File: config.mk
export PLATFORM = sky130hd
export DESIGN_NAME = adcci_top
export DESIGN_NICKNAME = d
export VERILOG_FILES = /design/src/design/adcci_pkg.sv /design/src/design/adcci_top.sv /design/src/design/adcci_conv_core.sv
export SDC_FILE = /design/constraint.sdc
export NUM_CORES = 1
export LEC_CHECK = 0
export ABC_AREA = 0
export CAP_MARGIN = 10
export CORE_UTILIZATION = 40
export CTS_CLUSTER_SIZE = 24
export DETAILED_ROUTE_END_ITERATION = 8
export DONT_BUFFER_PORTS = 1
export MAX_ROUTING_LAYER = met4
export PLACE_DENSITY = 0.66
export SLEW_MARGIN = 25
export SYNTH_ARGS = -nofsm -noshare
export SYNTH_HDL_FRONTEND = slang
export SYNTH_SLANG_ARGS = --single-unit
File: constraint.sdc
create_clock -name ref_clk -period 1.8 [get_ports ref_clk]
set_input_delay 0.27 -clock ref_clk [delete_from_list [all_inputs] [get_ports ref_clk]]
set_output_delay 0.27 -clock ref_clk [all_outputs]
set_load 0.005 [all_outputs]
File: src/design/adcci_pkg.sv
// Package for the converter control block: register offsets, fields,
// reset values and timing counts.
// Assumes a 125 MHz ref_clk and an 8-bit register port.
package adcci_pkg;
  localparam int unsigned ADDR_W          = 8;
  localparam int unsigned DATA_W          = 8;
  // Register offsets
  localparam logic [7:0] OFS_CTRL_STATUS  = 8'h1d;
  localparam logic [7:0] OFS_RESULT       = 8'h1e;
  localparam logic [7:0] OFS_REF_SELECT   = 8'h1b;
  localparam logic [7:0] OFS_IRQ_STATUS   = 8'h20;
  localparam logic [7:0] OFS_IRQ_CLEAR    = 8'h21;
  localparam logic [7:0] OFS_IRQ_ENABLE   = 8'h22;
  // Control/status field positions
  localparam int unsigned CHAN_LSB        = 0;
  localparam int unsigned CLKSEL_LO_BIT   = 3;
  localparam int unsigned CLKSEL_HI_BIT   = 4;
  localparam int unsigned START_BIT       = 5;
  localparam int unsigned POWER_BIT       = 6;
  localparam int unsigned DONE_N_BIT      = 7;
  localparam int unsigned REF_SUPPLY_BIT  = 6;
  // Reset values
  localparam logic [7:0] CTRL_RESET       = 8'h00;
  localparam logic [7:0] RESULT_RESET     = 8'h00;
  localparam logic       REF_SUPPLY_RST   = 1'b1;
  // Interrupt status bits
  localparam int unsigned IRQ_DONE_BIT    = 0;
  localparam int unsigned IRQ_W           = 1;
  // Channel codes
  localparam logic [2:0] CHAN_AN5         = 3'h5;
  localparam logic [2:0] CHAN_LOW_REF     = 3'h6;
  localparam logic [2:0] CHAN_HIGH_REF    = 3'h7;
  localparam int unsigned NUM_INPUTS      = 6;
  // Timing: fastest conversion clock and the divider from ref_clk
  localparam int unsigned REF_CLK_KHZ     = 125000;
  localparam int unsigned CONV_CLK0_KHZ   = 6000;
  localparam int unsigned CONV_DIV0       =
    REF_CLK_KHZ / CONV_CLK0_KHZ;          // Shortest period rounds down
  localparam int unsigned DIV_W           = 8;
  // Conversion clocks per result (one per bit plus two extra slots)
  localparam int unsigned CONV_TICKS      = 10;
endpackage

File: src/design/adcci_top.sv
// Converter control block: channel, clock and power control, start pulse
// detection, done flag, result register and a level interrupt.
// Assumes an 8-bit register port with single-cycle strobes and a comparator
// whose result is synchronous to ref_clk.
`timescale 1ns/1ps

// Function
// Six inputs, each converted to 8 bits
// Three-bit field picks input or reference
// Two-bit field divides the conversion clock
// Start after full low-high-low pulse
// Rising start resets converter, clears result
// Converter runs only while power bit set
// Done flag reads zero after completion
// Separate read-only register holds result
// Inputs share port B pins
// Unused analog pins stay general I/O
// Build option removes whole converter
// Reference select bit, default supply rails
// Done flag high while converting
module adcci_top
  import adcci_pkg::*;
#(
  parameter bit CONVERTER_PRESENT = 1'b1     // Build-time presence option
)(
  input  wire logic                    ref_clk,     // System clock
  input  wire logic                    rst,         // Sync reset
  input  wire logic [adcci_pkg::ADDR_W-1:0] addr,   // Register address
  input  wire logic [adcci_pkg::DATA_W-1:0] wdata,  // Write data
  input  wire logic                    wr,          // Write strobe
  input  wire logic                    rd,          // Read strobe
  output logic [adcci_pkg::DATA_W-1:0] rdata,       // Read data, next cycle
  input  wire logic                    cmp_hi,      // Comparator answer
  output logic [adcci_pkg::DATA_W-1:0] dac_code,    // Trial code
  output logic [2:0]                   analog_sel,  // Mux select
  output logic                         converter_power_on, // Analog power
  output logic                         reference_from_supply, // Ref source
  output logic [7:0]                   port_b_analog, // Pin in analog use
  output logic                         irq          // Level interrupt
);
  import adcci_pkg::*;

  logic [2:0]        channel_select;
  logic              conv_clock_select_hi;
  logic              conv_clock_select_lo;
  logic              start_reg;
  logic              armed_reg;
  logic              conversion_done_n;
  logic [DATA_W-1:0] result_bits;
  logic [IRQ_W-1:0]  irq_status_reg;
  logic [IRQ_W-1:0]  irq_enable_reg;
  logic [DIV_W-1:0]  div_cnt_reg;
  logic [3:0]        pre_cnt_reg;
  logic              tick;
  logic              core_busy;
  logic              core_done;
  logic [DATA_W-1:0] core_result;
  logic [DATA_W-1:0] core_trial;
  logic              go_pulse;
  logic              clr_pulse;
  logic              wr_ctrl;
  logic [DATA_W-1:0] rdata_next;

  // Address decode, used by write path and read path
  function automatic logic hit(input logic [ADDR_W-1:0] a,
                               input logic [ADDR_W-1:0] ofs);
    hit = (a == ofs);
  endfunction

  // Divider count for each clock code: 6, 3, 1.5, 0.75 MHz
  function automatic logic [3:0] pre_limit(input logic [1:0] sel);
    case (sel)
      2'b00:   pre_limit = 4'h0;
      2'b01:   pre_limit = 4'h1;
      2'b10:   pre_limit = 4'h3;
      2'b11:   pre_limit = 4'h7;
      default: pre_limit = 4'h0;
    endcase
  endfunction

  assign wr_ctrl = wr && hit(addr, OFS_CTRL_STATUS);
  // Start edges: rising clears, falling after a rise launches
  assign clr_pulse = wr_ctrl && wdata[START_BIT] && !start_reg;
  // The fall must also keep power on, or the launch is lost to the abort
  assign go_pulse  = wr_ctrl && !wdata[START_BIT] && start_reg &&
                     armed_reg && converter_power_on &&
                     wdata[POWER_BIT];

  // Control fields written by firmware
  always_ff @(posedge ref_clk) begin
    if (rst) begin
      channel_select       <= CTRL_RESET[2:0];
      conv_clock_select_lo <= 1'b0;
      conv_clock_select_hi <= 1'b0;
      start_reg            <= 1'b0;
      converter_power_on   <= 1'b0;
    end else if (wr_ctrl && CONVERTER_PRESENT) begin
      channel_select       <= wdata[CHAN_LSB +: 3];
      conv_clock_select_lo <= wdata[CLKSEL_LO_BIT];
      conv_clock_select_hi <= wdata[CLKSEL_HI_BIT];
      start_reg            <= wdata[START_BIT];
      converter_power_on   <= wdata[POWER_BIT];
    end
  end

  // A falling start only counts once its matching rise was seen
  always_ff @(posedge ref_clk) begin
    if (rst) begin
      armed_reg <= 1'b0;
    end else if (clr_pulse) begin
      armed_reg <= 1'b1;
    end else if (go_pulse || (wr_ctrl && !wdata[START_BIT])) begin
      armed_reg <= 1'b0;
    end
  end

  // Reference source lives in a neighbouring status register
  always_ff @(posedge ref_clk) begin
    if (rst) begin
      reference_from_supply <= REF_SUPPLY_RST;
    end else if (wr && hit(addr, OFS_REF_SELECT)) begin
      reference_from_supply <= wdata[REF_SUPPLY_BIT];
    end
  end

  // Conversion clock enable: a 6 MHz base, then a power-of-two prescale.
  // The base divisor rounds down, so the clock runs a little fast.
  // Restarted on launch so the first tick never meets a stale trial code.
  always_ff @(posedge ref_clk) begin
    if (rst || !converter_power_on || go_pulse) begin
      div_cnt_reg <= '0;
      pre_cnt_reg <= '0;
      tick        <= 1'b0;
    end else begin
      tick <= 1'b0;
      if (div_cnt_reg == DIV_W'(CONV_DIV0 - 1)) begin
        div_cnt_reg <= '0;
        if (pre_cnt_reg >= pre_limit({conv_clock_select_hi,
                                      conv_clock_select_lo})) begin
          pre_cnt_reg <= '0;
          tick        <= 1'b1;
        end else begin
          pre_cnt_reg <= pre_cnt_reg + 4'h1;
        end
      end else begin
        div_cnt_reg <= div_cnt_reg + DIV_W'(1);
      end
    end
  end

  // Approximation engine; power loss aborts it like a restart
  adcci_conv_core u_core (
    .ref_clk (ref_clk),
    .rst     (rst),
    .clr     (clr_pulse || !converter_power_on),
    .go      (go_pulse && CONVERTER_PRESENT),
    .tick    (tick),
    .cmp_hi  (cmp_hi),
    .trial   (core_trial),
    .result  (core_result),
    .busy    (core_busy),
    .done    (core_done)
  );

  // Done flag: high from launch until the result is stored
  always_ff @(posedge ref_clk) begin
    if (rst) begin
      conversion_done_n <= 1'b0;
    end else if (go_pulse && CONVERTER_PRESENT) begin
      conversion_done_n <= 1'b1;
    end else if (core_done || !core_busy || !converter_power_on) begin
      conversion_done_n <= 1'b0;
    end
  end

  // Result register, cleared by a rising start
  always_ff @(posedge ref_clk) begin
    if (rst || clr_pulse) begin
      result_bits <= RESULT_RESET;
    end else if (core_done) begin
      result_bits <= core_result;
    end
  end

  // Interrupt: completion is sticky; set wins over a same-cycle clear
  always_ff @(posedge ref_clk) begin
    if (rst) begin
      irq_status_reg <= '0;
      irq_enable_reg <= '0;
    end else begin
      if (wr && hit(addr, OFS_IRQ_ENABLE)) begin
        irq_enable_reg <= wdata[IRQ_W-1:0];
      end
      for (int i = 0; i < IRQ_W; i++) begin
        if (i == IRQ_DONE_BIT && core_done) begin
          irq_status_reg[i] <= 1'b1;
        end else if (wr && hit(addr, OFS_IRQ_CLEAR) && wdata[i]) begin
          irq_status_reg[i] <= 1'b0;
        end
      end
    end
  end

  // Interrupt output registered so it comes straight from a flop
  always_ff @(posedge ref_clk) begin
    if (rst) begin
      irq <= 1'b0;
    end else begin
      irq <= |(irq_status_next() & irq_enable_reg);
    end
  end

  // Status value as it will stand after this edge, for a registered irq
  function automatic logic [IRQ_W-1:0] irq_status_next();
    logic [IRQ_W-1:0] s;
    s = irq_status_reg;
    if (wr && hit(addr, OFS_IRQ_CLEAR)) begin
      s = s & ~wdata[IRQ_W-1:0];
    end
    if (core_done) begin
      s[IRQ_DONE_BIT] = 1'b1;
    end
    return s;
  endfunction

  // Analog routing: the selected pin, and pins 6 and 7 under external references, leave general I/O use
  always_ff @(posedge ref_clk) begin
    if (rst) begin
      analog_sel    <= '0;
      dac_code      <= '0;
      port_b_analog <= '0;
    end else begin
      analog_sel <= channel_select;
      dac_code   <= core_trial;
      for (int p = 0; p < 8; p++) begin
        // Inputs on pins 0-5, low ref on 6, high ref on 7
        port_b_analog[p] <= converter_power_on && CONVERTER_PRESENT &&
                            pin_used(3'(p));
      end
    end
  end

  // Whether a port B pin is claimed by the converter
  function automatic logic pin_used(input logic [2:0] p);
    if (p <= CHAN_AN5) begin
      pin_used = (channel_select == p);
    end else if (p == CHAN_LOW_REF) begin
      pin_used = !reference_from_supply ||
                 (channel_select == CHAN_LOW_REF);
    end else begin
      pin_used = !reference_from_supply ||
                 (channel_select == CHAN_HIGH_REF);
    end
  endfunction

  // Read mux; unmapped addresses read zero
  always_comb begin
    rdata_next = '0;
    if (hit(addr, OFS_CTRL_STATUS)) begin
      rdata_next = {conversion_done_n, converter_power_on, start_reg,
                    conv_clock_select_hi, conv_clock_select_lo,
                    channel_select};
    end else if (hit(addr, OFS_RESULT)) begin
      rdata_next = result_bits;
    end else if (hit(addr, OFS_REF_SELECT)) begin
      rdata_next[REF_SUPPLY_BIT] = reference_from_supply;
    end else if (hit(addr, OFS_IRQ_STATUS)) begin
      rdata_next[IRQ_W-1:0] = irq_status_reg;
    end else if (hit(addr, OFS_IRQ_ENABLE)) begin
      rdata_next[IRQ_W-1:0] = irq_enable_reg;
    end
  end

  // Read data stand one cycle after the strobe, zero otherwise
  always_ff @(posedge ref_clk) begin
    if (rst || !rd) begin
      rdata <= '0;
    end else begin
      rdata <= rdata_next;
    end
  end
endmodule

File: src/design/adcci_conv_core.sv
// Successive-approximation sequencer behind the control register.
// Assumes the analog comparator answers within one conversion tick.
`timescale 1ns/1ps
module adcci_conv_core
  import adcci_pkg::*;
(
  input  wire logic              ref_clk,    // System clock
  input  wire logic              rst,        // Sync reset, active high
  input  wire logic              clr,        // Abort and clear result
  input  wire logic              go,         // Start pulse
  input  wire logic              tick,       // Conversion clock enable
  input  wire logic              cmp_hi,     // Input above trial level
  output logic [DATA_W-1:0]      trial,      // Trial code to the DAC
  output logic [DATA_W-1:0]      result,     // Finished result
  output logic                   busy,       // Conversion running
  output logic                   done        // One-cycle completion pulse
);
  logic [DATA_W-1:0] mask_reg;
  logic [3:0]        step_reg;

  // Bit-by-bit approximation, MSB first
  always_ff @(posedge ref_clk) begin
    done <= 1'b0;
    if (rst || clr) begin
      busy     <= 1'b0;
      trial    <= RESULT_RESET;
      result   <= RESULT_RESET;
      mask_reg <= '0;
      step_reg <= '0;
    end else if (go) begin
      busy     <= 1'b1;
      mask_reg <= 8'h80;
      trial    <= 8'h80;
      step_reg <= '0;
    end else if (busy && tick) begin
      step_reg <= step_reg + 4'h1;
      if (mask_reg != '0) begin
        // Keep the bit when the input sits above the trial level
        trial    <= (cmp_hi ? trial : (trial & ~mask_reg)) |
                    (mask_reg >> 1);
        mask_reg <= mask_reg >> 1;
      end
      if (step_reg == 4'(CONV_TICKS - 1)) begin
        result <= trial;
        busy   <= 1'b0;
        done   <= 1'b1;
      end
    end
  end
endmodule

Yosys cells after proc, flatten, opt, wreduce, memory -nomap -nowiden
Index checks and enable logic that the tools add are counted.
- $add $sub $neg: 3
- $lt $le $gt $ge: 1
- equality and inequality tests: 18
- muxes and demuxes: 42
- bitwise gates (word level): 9
- reduce and logical (&&, ||, !) cells: 55
- operators with widths (kind ; number):
    $mux 8 ; 8
    $eq 8x5->1 const B ; 4
    $mux 1 ; 29
    $eq 8x6->1 const B ; 3
    $logic_and 1x1->1 ; 21
    $pmux 4 s4 ; 1
    $eq 3x3->1 const B ; 4
    $mux 4 ; 3
    $reduce_bool 2->1 ; 6
    $logic_or 1x1->1 ; 11
    $add 4x1->4 const B ; 2
    $add 8x1->8 const B ; 1
    $and 8x8->8 ; 1
    $not 8->8 ; 1
    $or 8x7->8 ; 1
    $reduce_bool 8->1 ; 1
    $eq 3x2->1 const B ; 2
    $logic_not 1->1 ; 6
    $reduce_and 2->1 ; 3
    $reduce_or 2->1 ; 3
    $mux 5 ; 1
    $eq 2x2->1 const B ; 2
    $eq 4x4->1 const B ; 1
    $ge 4x4->1 ; 1
    8 further kinds ; 12
- bits in registers: 91
- output and inout bits: 30
- word-level logic and storage cells: 155

Logic depth before layout (Yosys ltp)
- depth after elaboration: 11
- gate-level depth with buffers: 7
- gate-level depth less buffers: 6

Hierarchy
A second synthesis with hierarchy kept.
- cell total of the unflattened synthesis: 369
- area, all modules: 3553.4 µm²
- by module, submodules not included (module ; times used ; cells an instance ; area each (µm²)):
    adcci_top ; 1 ; 244 ; 2366.0
    adcci_conv_core ; 1 ; 125 ; 1187.4

Least setup slack after synthesis
No wires, ideal clock.
- kind: flip-flop to flip-flop
- start: register conv_clock_select_lo
- end: register tick
- setup time: 0.118 ns
- arrival: 1.700 ns
- setup slack: -0.018 ns
- cell stages (with the launch flop): 7
- path buffers: 0
- period minus slack after synthesis: 1.818 ns
- path through: dfxtp_1 > or2_2 > ha_1 > nand2b_1 > a2111oi_0 > nor3_2 > nor2b_1
- longest elaborated chain between the ends: 6
- ends and longest elaborated chain (element ; RTL line ; text):
    start: declaration ; adcci_top.sv:45 ; logic conv_clock_select_lo;
    start signal: assignment ; adcci_top.sv:99 ; conv_clock_select_lo <= wdata[CLKSEL_LO_BIT];
    $eq 2x2->1, or another cell as far along ; adcci_top.sv:72 ; case (sel)
    $pmux 4 s4 (*) ; adcci_top.sv:72 ;
    $mux 4 (*) ; adcci_top.sv:136 ; if (div_cnt_reg == DIV_W'(CONV_DIV0 - 1)) begin
    $mux 4 (*) ; adcci_top.sv:130 ; if (rst || !converter_power_on || go_pulse) begin
    $ge 4x4->1 (*) ; adcci_top.sv:138 ; if (pre_cnt_reg >= pre_limit({conv_clock_select_hi,
    $mux 1 (*) ; adcci_top.sv:138 ;
    end signal: assignment ; adcci_top.sv:133 ; tick <= 1'b0;
    end signal: assignment ; adcci_top.sv:135 ; tick <= 1'b0;
    end signal: assignment ; adcci_top.sv:141 ; tick <= 1'b1;
    end: declaration ; adcci_top.sv:54 ; logic tick;
Mark *: on every way between the ends. The rest lies on a longest branch, timed or not. The select of a mux whose other input is x is not followed.
A chain may end at the register's enable or synchronous reset.

Worst setup path in the final report
Ends and elaborated chain as after synthesis.

==> flow_summary.json <==
{
  "gr-usage-met2_pct": 25.9,
  "die_area_um2": 9330,
  "rr_worst_depth": 6,
  "grt_pass1_wl_mm": 11.6,
  "crit_path_max_incr_delay_ns": 0.34,
  "gr-usage-all-layers_pct": 16.9,
  "finClkSkew_ns": 0.00991,
  "drt_iter0_markers": 95,
  "die_x_um": 96.6,
  "cp.arrival_ns": 1.96,
  "totalPowerFinal_mw": 3.25,
  "syn-cell-area_um2": 3580,
  "cp.required_ns": 2.04,
  "synthDistinctLibCells": 50,
  "postRouteAntennaNets": 0,
  "clockBufferDepth": 2,
  "via_per_inst": 5.35,
  "synth_common_cells": "91 x dfxtp_1, 50 x nand2_1, 28 x a21oi_1",
  "clkSlewWorstSetupHoldPaths_ns": 0.08,
  "maxCapViolCount": 0,
  "clock-sinks": 91,
  "top_usage_layer": "met2",
  "io_pins": 51,
  "grt_use_met3_pct": 4.69,
  "cts.htree.levels": 3,
  "diodes": 0,
  "fill_cells": 853,
  "cts_tree": "yes",
  "antenna_found_initial": 0,
  "yosysTopAreaCell": "dfxtp_1",
  "syn_to_final_growth_pct": 10.5,
  "final_hold_viol_count": 0,
  "cts_root_buf": "clkbuf_8",
  "maxSlewHeadroom_pct": 62.4,
  "gr-total-overflow": 0,
  "io_buffers": 0,
  "synthArstFlopShare_pct": 0,
  "vdd_ir_drop_max_mv": 0.507,
  "worstHoldStart": "wdata[6]",
  "setup_tns_ns": 0,
  "start_util_pct": 41.2,
  "drt-total-wl_mm": 7.31,
  "hold_end": "reference_from_supply",
  "rows": 34,
  "gp_congestion": 0.788,
  "ys_top_cells_by_area": "dfxtp_1 51%, nand2_1 5.2%, a21oi_1 3.9%, mux2i_1 3.4%, nor2_1 2.8%",
  "grt_max_degree": 29,
  "r2r-start": "conv_clock_select_lo",
  "ys_seq_area_share_pct": 50.9,
  "yosysMostFrequentCell": "dfxtp_1",
  "hpwl_mm": 5.03,
  "status": "finished clean",
  "ys_warn_count": 0,
  "critPathKind": "flip-flop to flip-flop",
  "fmax_mhz": 580,
  "synth.top_cell.area_share_pct": 50.9,
  "synthCells": 379,
  "wire_per_inst_um": 14.7,
  "p_leak_nw": 1.24,
  "layout-drive-gt1-share_pct": 14.1,
  "avgSynthCellArea_um2": 9.44,
  "use_met1_pct": 21.2,
  "worstPathMaxFanout": 5,
  "grt_pass1_vias": 2402,
  "setup_viol": 0,
  "drc": 0,
  "p_per_area_nw_per_um2": 823,
  "setup.worst_path.start": "conv_clock_select_lo",
  "clock_latency_ns": 0.35,
  "tightest_slew_ns": 0.563,
  "holdPathStages": 2,
  "ys_ff_latch": 91,
  "layout.nets": 416,
  "num_vias": 2668,
  "cts_buffers": 9,
  "min_period_ns": 1.73,
  "fp.coreArea_um2": 8680,
  "fin_util_pct": 45.6,
  "end_kind": "flip-flop",
  "synth_edf_count": 0,
  "die_height_um": 96.6,
  "holdWs_ns": 0.0492,
  "rr_endpoint": "tick",
  "cp_cell_sequence": "or2_2 -> ha_1 -> nand2b_4 -> a2111oi_4 -> nor3_4 -> nor2b_4",
  "r2r_slack_ns": 0.07,
  "crit_path_start_kind": "flip-flop",
  "crit_slowest_cell": "a2111oi_4",
  "hold_class": "input port to flip-flop",
  "mappedNetlistNets": 407,
  "finalMaxSlewViolations": 0,
  "fin_crit_sh_pct": 95.9,
  "drtPass1Iterations": 4,
  "synth_ff_type": "dfxtp_1"
}
==> critical path: cells and delay by family, from the launching register on <==
| family | cells | cell delay (ns) |
|---|---|---|
| AO/OA/AOI/OAI | 1 | 0.34 |
| adder cells (fa/ha/maj) | 1 | 0.27 |
| AND/OR/NAND/NOR | 4 | 0.68 |
| flip-flops | 1 | 0.33 |
==> report_power, final <==
group          leakage, nW  total [mW]  switching [mW]  internal, mW
Clock               0.0843        1.20           0.634         0.561
Sequential           0.733        2.01        0.000458          2.01
Combinational        0.427      0.0465          0.0316        0.0149
==> worst max path at each step <==
stage | to | cells after the start | slack, ns
2_1_floorplan | tick | 6 | 0.02
3_3_place_gp | tick | 6 | -0.05
3_5_place_dp | pre_cnt_reg[2] | 6 | -0.07
4_1_cts | pre_cnt_reg[2] | 6 | 0.04
5_1_grt | pre_cnt_reg[2] | 6 | -0.02
6_report | tick | 6 | 0.07
==> final cells by class <==
type                            instances  area, um2  share of cell area [%]
Sequential cell                        91       1820                    46.1
Multi-Input combinational cell        265       1690                    42.8
Clock buffer                           12        155                    3.92
Tap cell                              108        135                    3.42
Timing Repair Buffer                   15        113                    2.85
Inverter                                6       22.5                   0.569
Clock inverter                          2       12.5                   0.316
==> placed cells by master (no fill, tap or decap), drive strengths merged, types with 5 or more instances in the layout <==
master,count
a21oi,35
a22oi,7
buf,14
clkbuf,12
dfxtp,91
ha,7
inv,6
mux2i,12
nand2,50
nand3,21
nor2,30
nor2b,13
nor3,22
nor4,6
nor4b,5
o21ai,10
xnor2,6
xor2,6
==> metal layers <==
metal,up-vias,wire length (um)
li1,1337,-
met1,1258,3400
met2,71,3470
met3,2,425
met4,0,17
met5,-,0
==> metrics by stage <==
stage | cells | setup WS [ns] | area [um2]
2_1_floorplan | 379 | 0.0234 | 3580
3_3_place_gp | 482 | -0.0490 | 3710
3_5_place_dp | 482 | -0.0710 | 3710
4_1_cts | 498 | 0.0401 | 3910
5_1_grt | 499 | -0.0183 | 3960
6_report | 499 | 0.0745 | 3960
==> logic make-up after synthesis <==
group	synth area share, %
AO/OA/AOI/OAI	10.0
flip-flops	50.9
AND/OR/NAND/NOR	27.2
buffers and inverters	3.15
adder cells (fa/ha/maj)	2.45
XOR/XNOR	2.94
multiplexers	3.36
==> what timing repair did <==
item,4_1_cts,5_1_grt
gates resized for setup,1,8
pin swaps,1,0
hold buffers,2,0
setup endpoints to repair,5,5
endpoints found under the hold margin,28,0
buffers inserted,0,1
Power figures use the tool's default switching activity.
